`config.mk`:
```
export PLATFORM = sky130hd
export DESIGN_NAME = mcc_top
export DESIGN_NICKNAME = d
export VERILOG_FILES = /design/src/hw/mcc_pkg.sv /design/src/hw/mcc_top.sv
export VERILOG_INCLUDE_DIRS = /design/src /design/src/hw
export SDC_FILE = /design/constraint.sdc
export NUM_CORES = 1
export LEC_CHECK = 0
export BUFFER_PORTS_ARGS = -buffer_cell sky130_fd_sc_hd__buf_2
export CORE_ASPECT_RATIO = 1.1
export CORE_UTILIZATION = 42
export CTS_CLUSTER_SIZE = 14
export DETAILED_ROUTE_END_ITERATION = 10
export PLACE_DENSITY = 0.67
export SLEW_MARGIN = 30
export SYNTH_ARGS = -nofsm -noshare
export SYNTH_HDL_FRONTEND = slang
export SYNTH_SLANG_ARGS = --single-unit
```
`constraint.sdc`:
```
create_clock -name clk_i -period 7.44 [get_ports clk_i]
set_clock_uncertainty 0.2 [all_clocks]
set_input_delay 0.744 -clock clk_i [delete_from_list [all_inputs] [get_ports clk_i]]
set_output_delay 0.744 -clock clk_i [all_outputs]
set_load 0.02 [all_outputs]
```
`src/hw/mcc_map.svh`:
```
/*
  Register offsets, field positions, reset values and encodings of the
  meter configuration handler. Assumes a classic Wishbone slave decoding
  full byte addresses, bits [7:0].
*/
`ifndef MCC_MAP_SVH
`define MCC_MAP_SVH
`define MCC_OFF_FUNC   8'h00
`define MCC_OFF_RANGE  8'h04
`define MCC_OFF_RES    8'h08
`define MCC_OFF_NPLC   8'h0C
`define MCC_OFF_APF    8'h10
`define MCC_OFF_APP    8'h14
`define MCC_OFF_FILT   8'h18
`define MCC_OFF_ZERO   8'h1C
`define MCC_OFF_HIZ    8'h20
`define MCC_OFF_MATH   8'h24
`define MCC_OFF_STAT   8'h28
`define MCC_OFF_ERR    8'h2C
`define MCC_OFF_TERM   8'h30
`define MCC_OFF_MNAME  8'h34
`define MCC_KW_POS     8
`define MCC_KW_VAL     2'h0
`define MCC_KW_MIN     2'h1
`define MCC_KW_MAX     2'h2
`define MCC_EN_POS     8
`define MCC_AR_DN_PCT  8'h0A
`define MCC_AR_UP_PCT  8'h78
`define MCC_RES_MAX    4'hF
`define MCC_RES_3HZ    4'h9
`define MCC_NPLC_MAX   3'h4
`define MCC_NPLC_RST   3'h3
`define MCC_APER_MAX   2'h2
`define MCC_APER_RST   2'h1
`define MCC_RES_RST    4'h4
`define MCC_HZ_SLOW    8'h03
`define MCC_HZ_MED     8'h14
`define MCC_HZ_FAST    8'hC8
`define MCC_ASCII_0    8'h30
`define MCC_STR_FRONT  32'h46524F4E
`define MCC_STR_REAR   32'h52454152
`define MCC_STR_NULL   32'h4E554C4C
`define MCC_STR_RDB    32'h00004442
`define MCC_STR_PDB    32'h0044424D
`define MCC_STR_AVER   32'h41564552
`define MCC_STR_LIM    32'h004C494D
`endif

```
`src/hw/mcc_pkg.sv`:
```
/*
  Types of the meter configuration handler.
  Assumes mcc_map.svh supplies the numeric constants.
*/
package mcc_pkg;
  typedef enum logic [3:0] {
    FN_DCV = 4'h0, FN_RATIO = 4'h1, FN_ACV = 4'h2, FN_DCI = 4'h3,
    FN_ACI = 4'h4, FN_OHM2 = 4'h5, FN_OHM4 = 4'h6, FN_FREQ = 4'h7,
    FN_PER = 4'h8, FN_CONT = 4'h9, FN_DIODE = 4'hA
  } mcc_func_type;
  typedef enum logic [2:0] {
    MO_NULL = 3'h0, MO_RDB = 3'h1, MO_PDB = 3'h2, MO_AVER = 3'h3, MO_LIM = 3'h4
  } mcc_math_type;
  typedef enum logic [1:0] {
    ZR_OFF = 2'h0, ZR_SINGLE_SHOT_CAL = 2'h1, ZR_ON = 2'h2
  } mcc_zero_type;
  typedef enum logic [1:0] {
    FL_SLOW = 2'h0, FL_MED = 2'h1, FL_FAST = 2'h2
  } mcc_filt_type;
endpackage

```
`src/hw/mcc_top.sv`:
```
/*
  Meter configuration handler: settings store behind a Wishbone slave,
  with autoranging, autozero requests and math validation.
  Assumes readings and trigger-wait state come from same-clock logic and
  the terminal switch comes from a pin.
*/
`timescale 1ns/1ps
`include "mcc_map.svh"
module mcc_top
(
  // clock and reset
  input  wire logic                 clk_i,
  input  wire logic                 rst_i,
  // wishbone slave
  input  wire logic                 cyc_i,
  input  wire logic                 stb_i,
  input  wire logic                 we_i,
  input  wire logic [7:0]           adr_i,
  input  wire logic [3:0]           sel_i,
  input  wire logic [31:0]          dat_i,
  output logic      [31:0]          dat_o,
  output logic                      ack_o,
  // measurement side
  input  wire logic                 reading_valid_i,
  input  wire logic [7:0]           reading_pct_i,
  input  wire logic                 wait_trig_i,
  input  wire logic                 rear_sel_i,
  // settings out
  output mcc_pkg::mcc_func_type     func_o,
  output logic      [2:0]           range_o,
  output logic                      autorange_o,
  output logic      [2:0]           integration_line_cycles_o,
  output mcc_pkg::mcc_filt_type     ac_filter_o,
  output logic                      autozero_on_o,
  output logic                      zero_now_o,
  output logic                      high_z_o,
  output mcc_pkg::mcc_math_type     math_op_select_o,
  output logic                      math_op_enable_o
);
  import mcc_pkg::*;

  mcc_func_type func_q;
  mcc_math_type op_q;
  mcc_zero_type zero_q;
  mcc_filt_type filt_q;
  logic [2:0]   range_q;
  logic         auto_q;
  logic [3:0]   res_q;
  logic [2:0]   nplc_q;
  logic [1:0]   apf_q;
  logic [1:0]   app_q;
  logic         hiz_q;
  logic         men_q;
  logic         err_rej_q;
  logic         err_conf_q;
  logic         ack_q;
  logic [31:0]  dat_q;
  logic         zero_now_q;
  logic         wait_q;
  logic [2:0]   rear_s_q;
  logic         rear_q;

  logic         wr;
  logic [1:0]   kw;
  logic         rej;
  logic         conf;
  logic         fn_chg;

  // highest range index per function
  function automatic logic [2:0] max_range(input mcc_func_type f);
    case (f)
      FN_DCI, FN_ACI:     max_range = 3'h3;
      FN_OHM2, FN_OHM4:   max_range = 3'h6;
      FN_CONT, FN_DIODE:  max_range = 3'h0;
      default:            max_range = 3'h4;
    endcase
  endfunction

  // math operation against function
  function automatic logic math_ok(input mcc_math_type o, input mcc_func_type f);
    case (o)
      MO_NULL:        math_ok = !(f inside {FN_CONT, FN_DIODE, FN_RATIO});
      MO_RDB, MO_PDB: math_ok = f inside {FN_DCV, FN_ACV};
      MO_AVER, MO_LIM: math_ok = !(f inside {FN_CONT, FN_DIODE});
      default:        math_ok = 1'b0;
    endcase
  endfunction

  function automatic logic nplc_ok(input mcc_func_type f);
    nplc_ok = f inside {FN_DCV, FN_RATIO, FN_DCI, FN_OHM2, FN_OHM4};
  endfunction

  // bus: one wait state, write lands as ack rises
  assign wr = cyc_i && stb_i && we_i && !ack_q && sel_i[0];
  assign kw = dat_i[`MCC_KW_POS+1:`MCC_KW_POS];
  assign fn_chg = wr && adr_i == `MCC_OFF_FUNC && dat_i[3:0] <= 4'hA
                  && dat_i[3:0] != func_q;

  always_ff @(posedge clk_i)
  begin
    if (rst_i)
      ack_q <= 1'b0;
    else
      ack_q <= cyc_i && stb_i && !ack_q;
  end

  // acceptance checks per write
  always_comb
  begin
    rej  = 1'b0;
    conf = 1'b0;
    if (wr)
    begin
      case (adr_i)
        `MCC_OFF_FUNC:
          rej = dat_i[3:0] > 4'hA;
        `MCC_OFF_RANGE:
          rej = kw == `MCC_KW_VAL && dat_i[2:0] > max_range(func_q);
        `MCC_OFF_RES:
          rej = func_q inside {FN_FREQ, FN_PER, FN_RATIO};
        `MCC_OFF_NPLC:
          rej = !nplc_ok(func_q) || (kw == `MCC_KW_VAL && dat_i[2:0] > `MCC_NPLC_MAX);
        `MCC_OFF_APF, `MCC_OFF_APP:
          rej = kw == `MCC_KW_VAL && dat_i[1:0] > `MCC_APER_MAX;
        `MCC_OFF_FILT:
          rej = kw == `MCC_KW_VAL && !(dat_i[7:0] inside
                {`MCC_HZ_SLOW, `MCC_HZ_MED, `MCC_HZ_FAST});
        `MCC_OFF_ZERO:
          rej = dat_i[1:0] > 2'h2;
        `MCC_OFF_MATH:
        begin
          rej  = dat_i[2:0] > 3'h4;
          conf = !rej && men_q && math_ok(op_q, func_q)
                 && !math_ok(mcc_math_type'(dat_i[2:0]), func_q);
        end
        default:
          rej = 1'b0;
      endcase
    end
  end

  // function select
  always_ff @(posedge clk_i)
  begin
    if (rst_i)
      func_q <= FN_DCV;
    else if (fn_chg)
      func_q <= mcc_func_type'(dat_i[3:0]);
  end

  // range and autorange
  always_ff @(posedge clk_i)
  begin
    if (rst_i)
    begin
      range_q <= 3'h0;
      auto_q  <= 1'b1;
    end
    else if (fn_chg)
      range_q <= max_range(mcc_func_type'(dat_i[3:0]));
    else if (wr && adr_i == `MCC_OFF_RANGE && !rej)
    begin
      auto_q <= dat_i[`MCC_EN_POS+2];
      case (kw)
        `MCC_KW_MIN: range_q <= 3'h0;
        `MCC_KW_MAX: range_q <= max_range(func_q);
        default:     range_q <= dat_i[2:0];
      endcase
    end
    else if (reading_valid_i && auto_q)
    begin
      if (reading_pct_i < `MCC_AR_DN_PCT && range_q != 3'h0)
        range_q <= range_q - 3'h1;
      else if (reading_pct_i > `MCC_AR_UP_PCT && range_q < max_range(func_q))
        range_q <= range_q + 3'h1;
    end
  end

  // resolution, integration time, gate times, filter
  always_ff @(posedge clk_i)
  begin
    if (rst_i)
    begin
      res_q  <= `MCC_RES_RST;
      nplc_q <= `MCC_NPLC_RST;
      apf_q  <= `MCC_APER_RST;
      app_q  <= `MCC_APER_RST;
      filt_q <= FL_MED;
    end
    else if (wr && !rej)
    begin
      case (adr_i)
        `MCC_OFF_RES:
          res_q <= kw == `MCC_KW_MIN ? 4'h0 :
                   kw == `MCC_KW_MAX ? `MCC_RES_MAX : dat_i[3:0];
        `MCC_OFF_NPLC:
          nplc_q <= kw == `MCC_KW_MIN ? 3'h0 :
                    kw == `MCC_KW_MAX ? `MCC_NPLC_MAX : dat_i[2:0];
        `MCC_OFF_APF:
          apf_q <= kw == `MCC_KW_MIN ? 2'h0 :
                   kw == `MCC_KW_MAX ? `MCC_APER_MAX : dat_i[1:0];
        `MCC_OFF_APP:
          app_q <= kw == `MCC_KW_MIN ? 2'h0 :
                   kw == `MCC_KW_MAX ? `MCC_APER_MAX : dat_i[1:0];
        `MCC_OFF_FILT:
          if (kw == `MCC_KW_MIN || dat_i[7:0] == `MCC_HZ_SLOW)
            filt_q <= FL_SLOW;
          else if (kw == `MCC_KW_MAX || dat_i[7:0] == `MCC_HZ_FAST)
            filt_q <= FL_FAST;
          else
            filt_q <= FL_MED;
        default:
          res_q <= res_q;
      endcase
    end
  end

  // autozero mode and zero requests
  always_ff @(posedge clk_i)
  begin
    if (rst_i)
    begin
      zero_q     <= ZR_ON;
      zero_now_q <= 1'b0;
      wait_q     <= 1'b0;
    end
    else
    begin
      wait_q     <= wait_trig_i;
      zero_now_q <= 1'b0;
      if (wr && adr_i == `MCC_OFF_ZERO && !rej)
      begin
        if (dat_i[1:0] == 2'h1)
        begin
          zero_q     <= ZR_OFF;
          zero_now_q <= 1'b1;
        end
        else
          zero_q <= mcc_zero_type'(dat_i[1:0]);
      end
      else if (zero_q == ZR_OFF && wait_trig_i && !wait_q)
        zero_now_q <= 1'b1;
    end
  end

  // input resistance mode
  always_ff @(posedge clk_i)
  begin
    if (rst_i)
      hiz_q <= 1'b0;
    else if (wr && adr_i == `MCC_OFF_HIZ)
      hiz_q <= dat_i[0];
  end

  // math select and enable
  always_ff @(posedge clk_i)
  begin
    if (rst_i)
    begin
      op_q  <= MO_NULL;
      men_q <= 1'b0;
    end
    else if (fn_chg)
      men_q <= 1'b0;
    else if (wr && adr_i == `MCC_OFF_MATH && !rej)
    begin
      op_q  <= mcc_math_type'(dat_i[2:0]);
      men_q <= dat_i[`MCC_EN_POS]
               && math_ok(mcc_math_type'(dat_i[2:0]), func_q);
    end
  end

  // error flags, write one to clear, set wins
  always_ff @(posedge clk_i)
  begin
    if (rst_i)
    begin
      err_rej_q  <= 1'b0;
      err_conf_q <= 1'b0;
    end
    else
    begin
      err_rej_q  <= rej || (err_rej_q
                    && !(wr && adr_i == `MCC_OFF_ERR && dat_i[0]));
      err_conf_q <= conf || (err_conf_q
                    && !(wr && adr_i == `MCC_OFF_ERR && dat_i[1]));
    end
  end

  // terminal pin, three stages, change once second and third agree
  always_ff @(posedge clk_i)
  begin
    if (rst_i)
    begin
      rear_s_q <= 3'h0;
      rear_q   <= 1'b0;
    end
    else
    begin
      rear_s_q <= {rear_s_q[1:0], rear_sel_i};
      if (rear_s_q[1] == rear_s_q[2])
        rear_q <= rear_s_q[2];
    end
  end

  // read data
  always_ff @(posedge clk_i)
  begin
    if (rst_i)
      dat_q <= 32'h0;
    else if (cyc_i && stb_i && !we_i && !ack_q)
    begin
      case (adr_i)
        `MCC_OFF_FUNC:  dat_q <= {28'h0, func_q};
        `MCC_OFF_RANGE: dat_q <= {21'h0, auto_q, 7'h0, range_q};
        `MCC_OFF_RES:   dat_q <= {28'h0, func_q inside {FN_FREQ, FN_PER}
                                  ? `MCC_RES_3HZ : res_q};
        `MCC_OFF_NPLC:  dat_q <= {29'h0, nplc_q};
        `MCC_OFF_APF:   dat_q <= {30'h0, apf_q};
        `MCC_OFF_APP:   dat_q <= {30'h0, app_q};
        `MCC_OFF_FILT:  dat_q <= {24'h0, filt_q == FL_SLOW ? `MCC_HZ_SLOW :
                                  filt_q == FL_FAST ? `MCC_HZ_FAST : `MCC_HZ_MED};
        `MCC_OFF_ZERO:  dat_q <= {30'h0, zero_q};
        `MCC_OFF_HIZ:   dat_q <= {31'h0, hiz_q};
        `MCC_OFF_MATH:  dat_q <= {23'h0, men_q, 5'h0, op_q};
        `MCC_OFF_STAT:  dat_q <= {`MCC_ASCII_0 | {7'h0, men_q},
                                  `MCC_ASCII_0 | {7'h0, hiz_q},
                                  `MCC_ASCII_0 | {7'h0, zero_q == ZR_ON},
                                  `MCC_ASCII_0 | {7'h0, auto_q}};
        `MCC_OFF_ERR:   dat_q <= {30'h0, err_conf_q, err_rej_q};
        `MCC_OFF_TERM:  dat_q <= rear_q ? `MCC_STR_REAR : `MCC_STR_FRONT;
        `MCC_OFF_MNAME:
          case (op_q)
            MO_RDB:  dat_q <= `MCC_STR_RDB;
            MO_PDB:  dat_q <= `MCC_STR_PDB;
            MO_AVER: dat_q <= `MCC_STR_AVER;
            MO_LIM:  dat_q <= `MCC_STR_LIM;
            default: dat_q <= `MCC_STR_NULL;
          endcase
        default:        dat_q <= 32'h0;
      endcase
    end
  end

  assign ack_o                     = ack_q;
  assign dat_o                     = dat_q;
  assign func_o                    = func_q;
  assign range_o                   = range_q;
  assign autorange_o               = auto_q;
  assign integration_line_cycles_o = nplc_q;
  assign ac_filter_o               = filt_q;
  assign autozero_on_o             = zero_q == ZR_ON;
  assign zero_now_o                = zero_now_q;
  assign high_z_o = hiz_q && func_q == FN_DCV && range_q <= 3'h2;
  assign math_op_select_o          = op_q;
  assign math_op_enable_o          = men_q;
endmodule

```
## Yosys cells after proc, flatten, opt, wreduce, memory -nomap -nowiden

Index checks and enable logic that the tools add are counted.
Widths: inputs -> output; s select.

| storage, ports and cells | value |
|---|---|
| bits of input ports | 60 |
| word-level logic and storage cells | 217 |
| output and inout port bits | 53 |
| flip-flop bits (word level) | 69 |

| cells by class | value |
|---|---|
| multiplexer cells | 46 |
| bitwise logic cells | 1 |
| add/subtract/negate cells | 2 |
| $lt $le $gt $ge | 9 |
| reductions and logical operators | 92 |
| eq/ne operators | 47 |

Operator list:

| kind | number |
|---|---|
| $pmux 31 s14 | 1 |
| $pmux 31 s4 | 1 |
| $eq 8x6->1 const B | 6 |
| $mux 3 | 14 |
| $eq 8x5->1 const B | 5 |
| $logic_and 1x1->1 | 38 |
| $mux 29 | 1 |
| $eq 4x3->1 const B | 7 |
| $reduce_or 2->1 | 12 |
| $eq 4x4->1 const B | 5 |
| $pmux 3 s3 | 2 |
| $eq 8x4->1 const B | 2 |
| $mux 8 | 2 |
| $reduce_and 2->1 | 8 |
| $reduce_bool 3->1 | 5 |
| $mux 1 | 13 |
| $eq 3x2->1 const B | 4 |
| $eq 4x2->1 const B | 3 |
| $logic_not 1->1 | 12 |
| $mux 4 | 3 |
| $mux 2 | 5 |
| $eq 8x2->1 const B | 1 |
| $eq 8x3->1 const B | 1 |
| $eq 8x8->1 const B | 1 |
| 30 further kinds | 45 |

## Depth between registers and ports, before layout

Gate-level depths: netlist of the first run.

| depth | value |
|---|---|
| word-level depth | 21 |
| depth in mapped cells | 13 |
| mapped depth without buffers | 10 |

## Worst setup path after synthesis of the first run

OpenSTA, ideal clock, no wires.

| path | value |
|---|---|
| path type | register to register |
| start point | reg func_q[1], in the netlist func_o[1] |
| end point | reg filt_q[0], in the netlist ac_filter_o[0] |
| setup slack | 4076 ps |
| stages on the path, launching flop included | 14 |
| data arrival time | 3043 ps |
| setup time | 122 ps |
| required time | 7118 ps |
| path buffers | 3 |
| clock period less this slack | 3364 ps |
| path through | dfxtp_1 -> clkbuf_1 -> clkbuf_1 -> nand2_1 -> xnor2_1 -> nand2b_1 -> ha_1 -> nor2b_1 -> o2111a_1 -> a221oi_2 -> a311o_2 -> buf_6 -> nand4_1 -> a221o_1 |

| between the ends | value |
|---|---|
| cells in the longest elaborated chain, start to end | 12 |
| elaborated cells on any way between the ends | 27 |
| those cells by class | 1 x order compare; 9 x eq/ne; 5 x mux; 12 x reduce/logical |

Ends and longest elaborated chain:

| what | RTL line | text |
|---|---|---|
| start, declared | mcc_top.sv:42 | `mcc_func_type func_q;` |
| start signal, assigned | mcc_top.sv:148 | `func_q <= mcc_func_type'(dat_i[3:0]);` |
| $eq 4x4->1, or another cell as far along | mcc_top.sv:71 | `case (f)` |
| $reduce_or 2->1 | mcc_top.sv:71 |  |
| $pmux 3 s3 | mcc_top.sv:71 |  |
| $mux 3 | mcc_top.sv:114 | `case (adr_i)` |
| $mux 3 | mcc_top.sv:112 | `if (wr)` |
| $gt 3x3->1 | mcc_top.sv:118 | `` rej = kw == `MCC_KW_VAL && dat_i[2:0] > max_range(func_q); `` |
| $logic_and 1x1->1 | mcc_top.sv:118 |  |
| $pmux 1 s8 (*) | mcc_top.sv:114 |  |
| $mux 1 (*) | mcc_top.sv:112 |  |
| $logic_not 1->1 (*) | mcc_top.sv:190 | `else if (wr && !rej)` |
| $logic_and 1x1->1 (*) | mcc_top.sv:190 |  |
| $reduce_and 2->1 (no line) (*) | - |  |
| end signal, assigned | mcc_top.sv:188 | `filt_q <= FL_MED;` |
| end signal, assigned | mcc_top.sv:207 | `filt_q <= FL_SLOW;` |
| end signal, assigned | mcc_top.sv:209 | `filt_q <= FL_FAST;` |
| end, declared | mcc_top.sv:45 | `mcc_filt_type filt_q;` |

Mark *: on every way between the ends. The rest lies on a longest branch, timed or not. The select of a mux whose other input is x is not followed.
A chain may end at the register's enable or synchronous reset.

## Worst setup path in the final report of the first run

| path | value |
|---|---|
| start point | reg func_q[2], in the netlist func_o[2] |
| end point | reg res_q[0] |

| between the ends | value |
|---|---|
| cells in the longest elaborated chain, start to end | 12 |
| elaborated cells on any way between the ends | 27 |
| those cells by class | 1 x order compare; 9 x eq/ne; 5 x mux; 12 x reduce/logical |

Ends and longest elaborated chain:

| what | RTL line | text |
|---|---|---|
| $eq 4x4->1, or another cell as far along | mcc_top.sv:71 |  |
| $reduce_or 2->1 | mcc_top.sv:71 |  |
| $pmux 3 s3 | mcc_top.sv:71 |  |
| $mux 3 | mcc_top.sv:114 |  |
| $mux 3 | mcc_top.sv:112 |  |
| $gt 3x3->1 | mcc_top.sv:118 |  |
| $logic_and 1x1->1 | mcc_top.sv:118 |  |
| $pmux 1 s8 (*) | mcc_top.sv:114 |  |
| $mux 1 (*) | mcc_top.sv:112 |  |
| $logic_not 1->1 (*) | mcc_top.sv:190 |  |
| $logic_and 1x1->1 (*) | mcc_top.sv:190 |  |
| $reduce_and 2->1 (no line) (*) | - |  |
| end signal, assigned | mcc_top.sv:184 | `` res_q <= `MCC_RES_RST; `` |
| end signal, assigned | mcc_top.sv:194 | `` res_q <= kw == `MCC_KW_MIN ? 4'h0 : `` |
| end signal, assigned | mcc_top.sv:213 | `res_q <= res_q;` |
| end, declared | mcc_top.sv:48 | `logic [3:0] res_q;` |

Marked as above.

==> metrics.yaml, run 1 <==
status: "completed"
synthDistinctLibCells: 80
core_area_mm2: 0.008964
critPathMaxFanout: 17
synth_warnings: 0
required_ns: 7.48
io_buffers: 85
final_util_pct: 50.68
final_nets: 634
vias_per_cell: 5.936
grt-ovfl-total: 0
initialDrtViolationCount: 314
fp.dieW_um: 94.34
p_per_area_mw_per_mm2: 159.2
syn_to_final_growth_pct: 15.34
synth_seq_cells: 62
routabilityCongestion: 0.9277
cts_tree: "yes"
grt_pass1_wl_um: 19110
ys_seq_area_share_pct: 31.51
synthArstFlopShare_pct: 0
drtPass1Iterations: 5
grt_util_met1_pct: 33.17
critPathCaptureType: "flip-flop"
drv_cap: 0
num_rows: 36
cts_root_buffer: "clkbuf_8"
die_area_mm2: 0.009770
grtUsageMet2_pct: 40.32
diodes: 0
ir_worst_vdd_mv: 0.07637
slew_viol_final: 0
clockBufferDepth: 2
synthFlopType: "dfxtp_1"
netlist_instances: 506
die_h_um: 103.6
initial_core_util_pct: 43.94
finalCritPeriodShare_pct: 49.16
worstPathArrival_ns: 3.69
post_cts_resized: 0
dpl.hpwl_um: 8694
via_count: 4072
finalSetupViolations: 0
cp-start-kind: "flip-flop"
hold_violations: 0
cp_cell_sequence: "or4b_2, a21boi_0, inv_1, ha_1, nor2b_1, o2111a_1, a221oi_2, a311o_2, nand4_2, mux2_2"
critPathKind: "reg -> reg"
synth_edf_count: 0
grtUsageTotal_pct: 25.06
worst_slew_pin_slew_ns: 0.8791
p_leak_nw: 1.878
numCtsBuffers: 9
grt_antenna_before_repair: 0
busiest_layer: "met2"
clk_pin_slew_ns: 0.08
slowest_stage: "dfxtp_1"
setup_tns_ns: 0
ios: 113
hold_path.class: "reg -> reg"
hold_buffers: 0
rsz0062_at_grt: "no"
max_freq_ghz: 0.2734
slew_headroom_pct: 40.56
use_met3_pct: 5.140
syn_area_mm2: 0.003939
grt_pass1_vias: 3724
htreeDepth: 3
grt_max_degree: 60
drc: 0
cts.sinks: 62
max_stage_delay_ns: 0.71
clk_latency_ns: 0.35
layout-drive-gt1-share_pct: 21.85
period_minus_slack_ns: 3.657
postCtsSetupBuffers: 0
hold_ws_ns: 0.2517
routed_wl_um: 11830
wire_per_inst_um: 17.24
antenna_left: 0
syn_area_per_cell_um2: 7.784
-- per-stage QoR --
stage	cell area [µm²]	power [W]	setup WS, ns	std cells
2_1_floorplan	3946	0.0003987	4.076	508
3_3_place_gp	4344	0.0004268	3.878	670
3_5_place_dp	4344	0.0004284	3.831	670
4_1_cts	4541	0.0007249	3.811	686
5_1_grt	4543	0.0007519	3.507	686
6_report	4543	0.0007231	3.783	686
-- kinds of logic (layout without fill, tap and decap cells) --
family,count (synthesis),after routing,share of synthesized area [%]
AOI/OAI and AO/OA,139,139,23.86
xor gates and xnor gates,13,13,2.891
adders and majority gates,8,8,2.668
buffers and inverters,58,122,6.798
DFF,62,62,31.51
muxes,17,17,4.384
other,1,3,0.09521
and+or+nand+nor,208,208,27.80
-- synth_stat cells, types with 4 or more instances --
master / number / area [µm²]
buf_2: 4 / 20.02
inv_1: 15 / 56.30
nor3_1: 17 / 85.08
a221oi_1: 5 / 43.79
o21ai_0: 26 / 130.1
buf_4: 8 / 60.06
nand4_1: 7 / 43.79
a22oi_1: 7 / 52.55
nand2b_1: 8 / 50.05
or3_1: 4 / 25.02
nor2_1: 56 / 210.2
nor4_1: 7 / 43.79
xnor2_1: 11 / 96.34
nand3_1: 16 / 80.08
a211oi_1: 6 / 45.04
dfxtp_1: 62 / 1241
nand2_1: 44 / 165.2
a31oi_1: 8 / 50.05
clkbuf_1: 25 / 93.84
a21oi_1: 42 / 210.2
nor4b_1: 4 / 35.03
ha_1: 6 / 75.07
o22ai_1: 5 / 31.28
mux2i_1: 15 / 150.1
nor2b_1: 12 / 75.07
and3_1: 4 / 25.02
-- registers in the layout, indices dropped and copies added, names as in the netlist --
| signal | flops |
|---|---|
| integration_line_cycles_o | 3 |
| ac_filter_o | 2 |
| math_op_select_o | 3 |
| res_q | 4 |
| zero_q | 2 |
| zero_now_o | 1 |
| err_rej_q | 1 |
| err_conf_q | 1 |
| apf_q | 2 |
| dat_o | 25 |
| hiz_q | 1 |
| func_o | 4 |
| app_q | 2 |
| wait_q | 1 |
| rear_s_q | 3 |
| ack_o | 1 |
| math_op_enable_o | 1 |
| rear_q | 1 |
| autorange_o | 1 |
| range_o | 3 |
-- cell type report --
type	count	area, µm²
fill	901	4420
multi-input combinational	388	2440
sequential	62	1241
timing repair buffer	90	462.9
tap	114	142.6
clock buffer	9	123.9
clock inverter	7	72.57
inverter	16	60.06
-- path summary, 6_finish.rpt --
path              slack [ns]  cells past startpoint         to      start
hold reg to reg         0.25                      2  dat_o[20]  dat_o[20]
setup reg to reg        3.78                     10   res_q[0]  func_o[2]
hold / removal          0.25                      2  dat_o[20]  dat_o[20]
setup / recovery        3.78                     10   res_q[0]  func_o[2]
-- metal layers --
metal / vias up / part of all wire [%]
met1: 1888 / 43
met5: - / 0
li1: 1978 / -
met3: 28 / 7.2
met2: 178 / 47
met4: 0 / 2.2
-- critical path, delay by kind of cell (launching register included) --
kind,cells,cell delay (ns)
compound gates,4,1.08
fa+ha+maj,1,0.14
simple gates,3,0.96
buf+inv,1,0.11
flops,1,0.71
mux,1,0.34
-- layout by cell type, fill, tap and decap left out, types with 15 or more instances in the layout --
cell	count
nor2_1	56
nor3_1	17
a21oi_1	42
nand3_1	16
inv_1	15
nand2_1	44
dfxtp_1	62
o21ai_0	26
mux2i_1	15
buf_2	85
-- power breakdown --
part / leakage (nW) / internal, W / switching [W] / total (W)
clock network: 0.0960 / 0.000156 / 0.000146 / 0.000301
registers: 0.502 / 0.000336 / 0.00000543 / 0.000341
logic: 1.28 / 0.0000275 / 0.0000530 / 0.0000805
Power figures use the tool's default switching activity.
==> run 2: changes to the inputs <==
--- a/config.mk
+++ b/config.mk
@@ -6,6 +6,7 @@
 export SDC_FILE = /design/constraint.sdc
 export NUM_CORES = 1
 export LEC_CHECK = 0
+export ABC_AREA = 1
 export BUFFER_PORTS_ARGS = -buffer_cell sky130_fd_sc_hd__buf_2
 export CORE_ASPECT_RATIO = 1.1
 export CORE_UTILIZATION = 42
==> constraint.sdc (replaced) <==
create_clock -name clk_i -period 3.77 [get_ports clk_i]
set_clock_uncertainty 0.2 [all_clocks]
set_input_delay 0.377 -clock clk_i [delete_from_list [all_inputs] [get_ports clk_i]]
set_output_delay 0.377 -clock clk_i [all_outputs]
set_load 0.02 [all_outputs]
==> metrics.yaml, run 2 <==
r2r_end: "integration_line_cycles_o[1]"  # was res_q[0]
clk_pin_slew_ns: 0.08  # about the same
r2r_setup_slack_ns: 0.77  # was 3.78 ns
ys_seq_area_share_pct: 33.01  # was 31.51%
numCtsBuffers: 9  # unchanged
layout_common_cells: "nand2_1 (139), buf_2 (85), nor2_1 (65)"  # was buf_2 (85), dfxtp_1 (62), nor2_1 (56)
via_count: 4172  # was 4072
postCtsSetupBuffers: 0  # unchanged
syn_area_mm2: 0.003760  # was 0.003939 mm²
grtUsageTotal_pct: 26.49  # was 25.06%
io_buffers: 85  # unchanged
path_buf_inv: 4  # was 1
drc: 0  # unchanged
synth_warnings: 0  # unchanged
clockBufferDepth: 2  # unchanged
cp_cell_sequence: "inv_2, nor2_1, nand2_1, nand2_1, a21oi_1, ha_1, inv_1, o21ai_0, nand2_1, nand2_1, nand2_1, nand3_1, nand3_2, nand3_4, inv_4, nand2_2, inv_2, nand3_1, nand3_1"  # was or4b_2, a21boi_0, inv_1, ha_1, nor2b_1, o2111a_1, a221oi_2, a311o_2, nand4_2, mux2_2
cts_tree: "yes"  # unchanged
critPathMostFrequentCell: "nand2_1"
synth.most_common_cell: "nand2_1"  # was dfxtp_1
finalCritPeriodShare_pct: 79.68  # was 49.16%
hold_start: "dat_i[10]"  # was dat_o[20]
syn_to_final_growth_pct: 17.97  # was 15.34%
critPathKind: "reg -> reg"  # unchanged
worstPathArrival_ns: 3.01  # was 3.69 ns
grtUsageMet2_pct: 46.21  # was 40.32%
use_met3_pct: 4.505  # was 5.140%
synthTopCellsByCount: "nand2_1 (139), nor2_1 (65), dfxtp_1 (62), inv_1 (62), a21oi_1 (51)"  # was dfxtp_1 (62), nor2_1 (56), nand2_1 (44)
hold_violations: 0  # unchanged
grt_pass1_vias: 3889  # was 3724
critPathMaxFanout: 9  # was 17
grt_max_degree: 42  # was 60
final_common_cell: "nand2_1"  # was buf_2
htreeDepth: 3  # unchanged
fp.dieW_um: 92.21  # was 94.34 µm
max_freq_ghz: 0.3329  # was 0.2734 GHz
p_leak_nw: 2.122  # was 1.878 nW
synth_edf_count: 0  # unchanged
ir_worst_vdd_mv: 0.1317  # was 0.07637 mV
hold_end: "autorange_o"  # was dat_o[20]
status: "completed"  # unchanged
cts.sinks: 62  # unchanged
layout-drive-gt1-share_pct: 20.90  # was 21.85%
pre_cts_ws_ns: 0.8250  # was 3.831 ns
dpl.hpwl_um: 9297  # was 8694 µm
synth_top_area_share_pct: 33.01  # was 31.51%
holdPathStages: 3  # was 2
worst_slew_pin_slew_ns: 0.8061  # was 0.8791 ns
max_stage_delay_ns: 0.52  # was 0.71 ns
finalSetupViolations: 0  # unchanged
grt_util_met1_pct: 32.83  # was 33.17%
layout_setup_ws_ns: 0.7661  # was 3.783 ns
routed_wl_um: 11830  # about the same
required_ns: 3.77  # was 7.48 ns
period_minus_slack_ns: 3.004  # was 3.657 ns
vias_per_cell: 5.342  # was 5.936
largest_reg_flops: 25  # unchanged
grt-ovfl-total: 0  # unchanged
clk_latency_ns: 0.35  # about the same
initial_core_util_pct: 44.03  # was 43.94%
slowest_stage: "dfxtp_1"  # unchanged
busiest_layer: "met2"  # unchanged
cts_root_buffer: "clkbuf_8"  # unchanged
slew_headroom_pct: 45.58  # was 40.56%
syn_area_per_cell_um2: 6.416  # was 7.784 µm²
grt_antenna_before_repair: 0  # unchanged
num_rows: 35  # was 36
initialDrtViolationCount: 247  # was 314
synthFlopType: "dfxtp_1"  # unchanged
post_cts_resized: 0  # unchanged
p_per_area_mw_per_mm2: 319.8  # was 159.2 mW/mm²
die_h_um: 101.2  # was 103.6 µm
crit_family: "simple AND/OR/NAND/NOR gates"  # was compound AO/OA/AOI/OAI gates
grt_pass1_wl_um: 19160  # was 19110 µm
rr_worst_depth: 19  # was 10
synthDistinctLibCells: 48  # was 80
core_area_mm2: 0.008539  # was 0.008964 mm²
synthArstFlopShare_pct: 0  # unchanged
wire_per_inst_um: 15.14  # was 17.24 µm
diodes: 0  # unchanged
setup_tns_ns: 0  # unchanged
routabilityCongestion: 0.9465  # was 0.9277
drv_cap: 0  # unchanged
rsz0062_at_grt: "no"  # unchanged
antenna_left: 0  # unchanged
synth_area_leaders: "dfxtp_1 (33%), nand2_1 (14%), a21oi_1 (6.8%)"  # was dfxtp_1 (32%), a21oi_1 (5.3%), nor2_1 (5.3%)
r2r_start: "func_o[2]"  # unchanged
die_area_mm2: 0.009335  # was 0.009770 mm²
slew_viol_final: 0  # unchanged
hold_ws_ns: 0.02338  # was 0.2517 ns
ios: 113  # unchanged
drtPass1Iterations: 5  # unchanged
synth_seq_cells: 62  # unchanged
netlist_instances: 586  # was 506
hold_path.class: "in -> reg"  # was reg -> reg
hold_buffers: 0  # unchanged
critPathCaptureType: "flip-flop"  # unchanged
cp-start-kind: "flip-flop"  # unchanged
synth_top_area_cell: "dfxtp_1"  # unchanged
final_nets: 732  # was 634
==> run 2: cell types whose count changed in the layout (fill, tap and decap cells not counted), sizes merged, moves of 7 or more <==
cell    before  now
o21ai       27   39
inv         17   77
nor2        57   77
nand2       44  143
nor2b       12    0
xnor2       11    4
nand3       16   45
nand2b       8    0
mux2i       15    0
a21oi       42   51
==> run 2: cell families (layout without fill, tap and decap cells) <==
kind of cell	count (synthesis)	count (layout)	share of synthesized area (%)
compound gates	121	121	18.14
buf+inv	99	181	10.82
fa+ha+maj	7	7	2.529
xor+xnor	6	6	1.398
simple gates	290	290	34.01
flops	62	62	33.01
other cells	1	3	0.09974
==> run 2: report_power, final <==
part | internal [W] | leakage, nW | switching, W
combinational | 0.0000518 | 1.53 | 0.000105
sequential | 0.000661 | 0.501 | 0.00000548
clock | 0.000306 | 0.0956 | 0.000289
==> run 2: stage by stage <==
step	cells	area, µm²	util [%]	power, W
after floorplan	588	3767	-	0.0007835
after global placement	765	4239	49.64	0.0008344
after detailed placement	765	4239	49.64	0.0008371
after CTS	781	4436	51.94	0.001430
after global routing	781	4436	51.94	0.001485
final	781	4436	51.94	0.001418
==> run 2: area by class of cell <==
cell class	instances	area, µm²
flip-flops and latches	62	1241
multi-input cells	427	2120
well taps	111	138.9
inverters	77	291.5
repair buffers	88	447.9
clock inverters	7	72.57
fillers	906	4104
clock buffers	9	123.9
==> run 2: how the worst max path moves through the flow <==
stage,startpoint,endpoint,slack [ns],cells past startpoint
after floorplan,func_o[2],integration_line_cycles_o[1],1.10,19
after global placement,func_o[2],integration_line_cycles_o[1],0.90,19
after detailed placement,func_o[2],res_q[2],0.82,17
after CTS,func_o[2],integration_line_cycles_o[1],0.79,19
after global routing,func_o[2],integration_line_cycles_o[0],0.47,19
final,func_o[2],integration_line_cycles_o[1],0.77,19
==> run 2: per-layer routing <==
layer | share of wire, % | vias up
li1 | - | 2079
met1 | 44 | 1919
met2 | 48 | 150
met3 | 5.4 | 24
met4 | 2.7 | 0
met5 | 0 | -
==> run 2: tightest hold or removal path: cells and delay by family <==
| kind | cells | cell delay (ns) |
|---|---|---|
| buffers and inverters | 1 | 0.08 |
| and+or+nand+nor | 2 | 0.09 |
==> run 3: changes to the inputs <==
--- a/config.mk
+++ b/config.mk
@@ -6,7 +6,7 @@
 export SDC_FILE = /design/constraint.sdc
 export NUM_CORES = 1
 export LEC_CHECK = 0
-export ABC_AREA = 1
+export ABC_AREA = 0
 export BUFFER_PORTS_ARGS = -buffer_cell sky130_fd_sc_hd__buf_2
 export CORE_ASPECT_RATIO = 1.1
 export CORE_UTILIZATION = 42
==> constraint.sdc (replaced) <==
create_clock -name clk_i -period 2.9 [get_ports clk_i]
set_clock_uncertainty 0.2 [all_clocks]
set_input_delay 0.29 -clock clk_i [delete_from_list [all_inputs] [get_ports clk_i]]
set_output_delay 0.29 -clock clk_i [all_outputs]
set_load 0.02 [all_outputs]
==> metrics.yaml, run 3 (synthesis gave the netlist of run 1 again) <==
antenna_left: 0  # unchanged
grt_antenna_before_repair: 0  # unchanged
r2r_start: "func_o[0]"  # was func_o[2]
ios: 113  # unchanged
rr_worst_depth: 11  # was 19
grt_pass1_wl_um: 21080  # was 19160 µm
hold_ws_ns: 0.02933  # was 0.02338 ns
dpl.hpwl_um: 9692  # was 9297 µm
syn_to_final_growth_pct: 26.97  # was 17.97%
required_ns: 2.95  # was 3.77 ns
cts.sinks: 62  # unchanged
core_area_mm2: 0.008964  # was 0.008539 mm²
slowest_stage: "or4b_4"  # was dfxtp_1
grt_max_degree: 59  # was 42
initial_core_util_pct: 43.94  # was 44.03%
dr_wl_met3_um: 830  # was 640 µm
hold_path.class: "in -> reg"  # unchanged
critPathCaptureType: "flip-flop"  # unchanged
hold_violations: 0  # unchanged
io_buffers: 85  # unchanged
p_per_area_mw_per_mm2: 378.5  # was 319.8 mW/mm²
rsz0062_at_grt: "yes"  # was no
slew_headroom_pct: 49.42  # was 45.58%
vias_per_cell: 5.878  # was 5.342
grt-ovfl-total: 0  # unchanged
slew_viol_final: 0  # unchanged
pre_cts_ws_ns: -0.02151  # was 0.8250 ns
layout-drive-gt1-share_pct: 28.13  # was 20.90%
finalCritPeriodShare_pct: 102.7  # was 79.68%
status: "finished with violations"  # was completed
diodes: 0  # unchanged
r2r_setup_slack_ns: -0.08  # was 0.77 ns
holdPathStages: 3  # unchanged
nFillCells: 880  # was 906
critPathMaxFanout: 5  # was 9
grtUsageTotal_pct: 27.62  # was 26.49%
numCtsBuffers: 9  # unchanged
drv_cap: 0  # unchanged
final_nets: 679  # was 732
max_stage_delay_ns: 0.54  # was 0.52 ns
layout_common_cells: "buf_2 (85), dfxtp_1 (59), nor2_1 (56)"  # was nand2_1 (139), buf_2 (85), nor2_1 (65)
fp.dieW_um: 94.34  # was 92.21 µm
cts_tree: "yes"  # unchanged
initialDrtViolationCount: 300  # was 247
max_freq_ghz: 0.3358  # was 0.3329 GHz
power_w: 0.001893  # was 0.001418 W
ir_worst_vdd_mv: 0.2246  # was 0.1317 mV
grt_pass1_vias: 4131  # was 3889
die_area_mm2: 0.009770  # was 0.009335 mm²
clockBufferDepth: 2  # unchanged
wl_met1_um: 5701  # was 5167 µm
critPathKind: "reg -> reg"  # unchanged
clk_latency_ns: 0.35  # about the same
die_h_um: 103.6  # was 101.2 µm
worstPathArrival_ns: 3.02  # was 3.01 ns
cp_cell_sequence: "or4b_4, a21boi_4, inv_2, ha_4, nand2_2, o2111a_1, a221oi_4, buf_4, a311o_1, and2_4, a221o_1"  # was inv_2, nor2_1, nand2_1, nand2_1, a21oi_1, ha_1, inv_1, o21ai_0, nand2_1, nand2_1, nand2_1, nand3_1, nand3_2, nand3_4, inv_4, nand2_2, inv_2, nand3_1, nand3_1
wire_per_inst_um: 17.57  # was 15.14 µm
p_leak_nw: 2.086  # was 2.122 nW
period_minus_slack_ns: 2.978  # was 3.004 ns
layout_setup_ws_ns: -0.07778  # was 0.7661 ns
cts_root_buffer: "clkbuf_8"  # unchanged
hold_end: "ack_o"  # was autorange_o
final_common_cell: "buf_2"  # was nand2_1
finalSetupViolations: 7  # was 0
routabilityCongestion: 0.9677  # was 0.9465
cp-start-kind: "flip-flop"  # unchanged
largest_reg_flops: 25  # unchanged
drc: 0  # unchanged
violations: "negative setup slack"
route.met2.wl_um: 5929  # was 5693 µm
via_count: 4285  # was 4172
htreeDepth: 3  # unchanged
r2r_end: "ac_filter_o[0]"  # was integration_line_cycles_o[1]
hold_start: "stb_i"  # was dat_i[10]
worst_slew_pin_slew_ns: 0.7537  # was 0.8061 ns
clk_pin_slew_ns: 0.07  # was 0.08 ns
topRoutingLayerUsed: "met4"  # unchanged
num_rows: 36  # was 35
routed_wl_um: 12810  # was 11830 µm
drtPass1Iterations: 6  # was 5
-- run 3: cell count changes in the layout (fill, tap and decap cells not counted), sizes merged, moves of 15 or more --
cell and delta:
nand2 -99, buf +43, nand3 -29, nor2 -20, mux2i +15, inv -62
-- run 3: how the worst max path moves through the flow --
stage                   start              to  depth (start not counted)
finish              func_o[0]  ac_filter_o[0]                         11
global route        func_o[0]  ac_filter_o[0]                         11
CTS                 func_o[1]        res_q[1]                         11
detailed placement  func_o[1]      range_o[0]                         10
global placement    func_o[1]      range_o[0]                         10
floorplan           func_o[1]  ac_filter_o[0]                         12
-- run 3: area by class of cell --
cell class / instances / area [µm²] / area share [%]
Multi-Input combinational cell: 389 / 2546 / 50.91
Sequential cell: 62 / 1247 / 24.94
Timing Repair Buffer: 134 / 808.3 / 16.16
Clock buffer: 11 / 152.6 / 3.052
Tap cell: 114 / 142.6 / 2.852
Inverter: 16 / 60.06 / 1.201
Clock inverter: 3 / 43.79 / 0.8757
-- run 3: where the power goes --
group	switching, W	leakage (nW)	total, W	internal, W
registers	0.00000735	0.504	0.000869	0.000861
clock network	0.000340	0.100	0.000780	0.000440
logic	0.000151	1.48	0.000245	0.0000934
-- run 3: what timing repair did --
action,in CTS,in global routing
gates resized for setup,1,14
hold buffers,3,0
buffers inserted,1,2
gates cloned,1,0
hold endpoints to repair,3,0
endpoints found under the setup margin,14,17
pin swaps,0,2
-- run 3: stage by stage --
stage / cells / utilization (%) / setup TNS [ns] / area (µm²)
floorplan: 508 / - / -0.1052 / 3983
global placement: 708 / 51.88 / -0.004281 / 4651
detailed placement: 708 / 51.88 / -0.1026 / 4651
CTS: 727 / 54.65 / -0.001536 / 4898
global route: 729 / 55.79 / -1.861 / 5001
finish: 729 / 55.79 / -0.2172 / 5001
-- run 3: metal layers --
layer	vias to the layer above	global-route usage, %
met2	186	42.96
met3	28	4.332
met5	-	0
met4	0	13.41
li1	2072	-
met1	1999	36.74
-- run 3: worst max-delay path: cells and delay by family (launching register included) --
| kind | cells | cell delay (ns) |
|---|---|---|
| buf+inv | 2 | 0.23 |
| flops | 1 | 0.32 |
| simple gates | 3 | 0.78 |
| fa+ha+maj | 1 | 0.19 |
| compound gates | 5 | 1.13 |
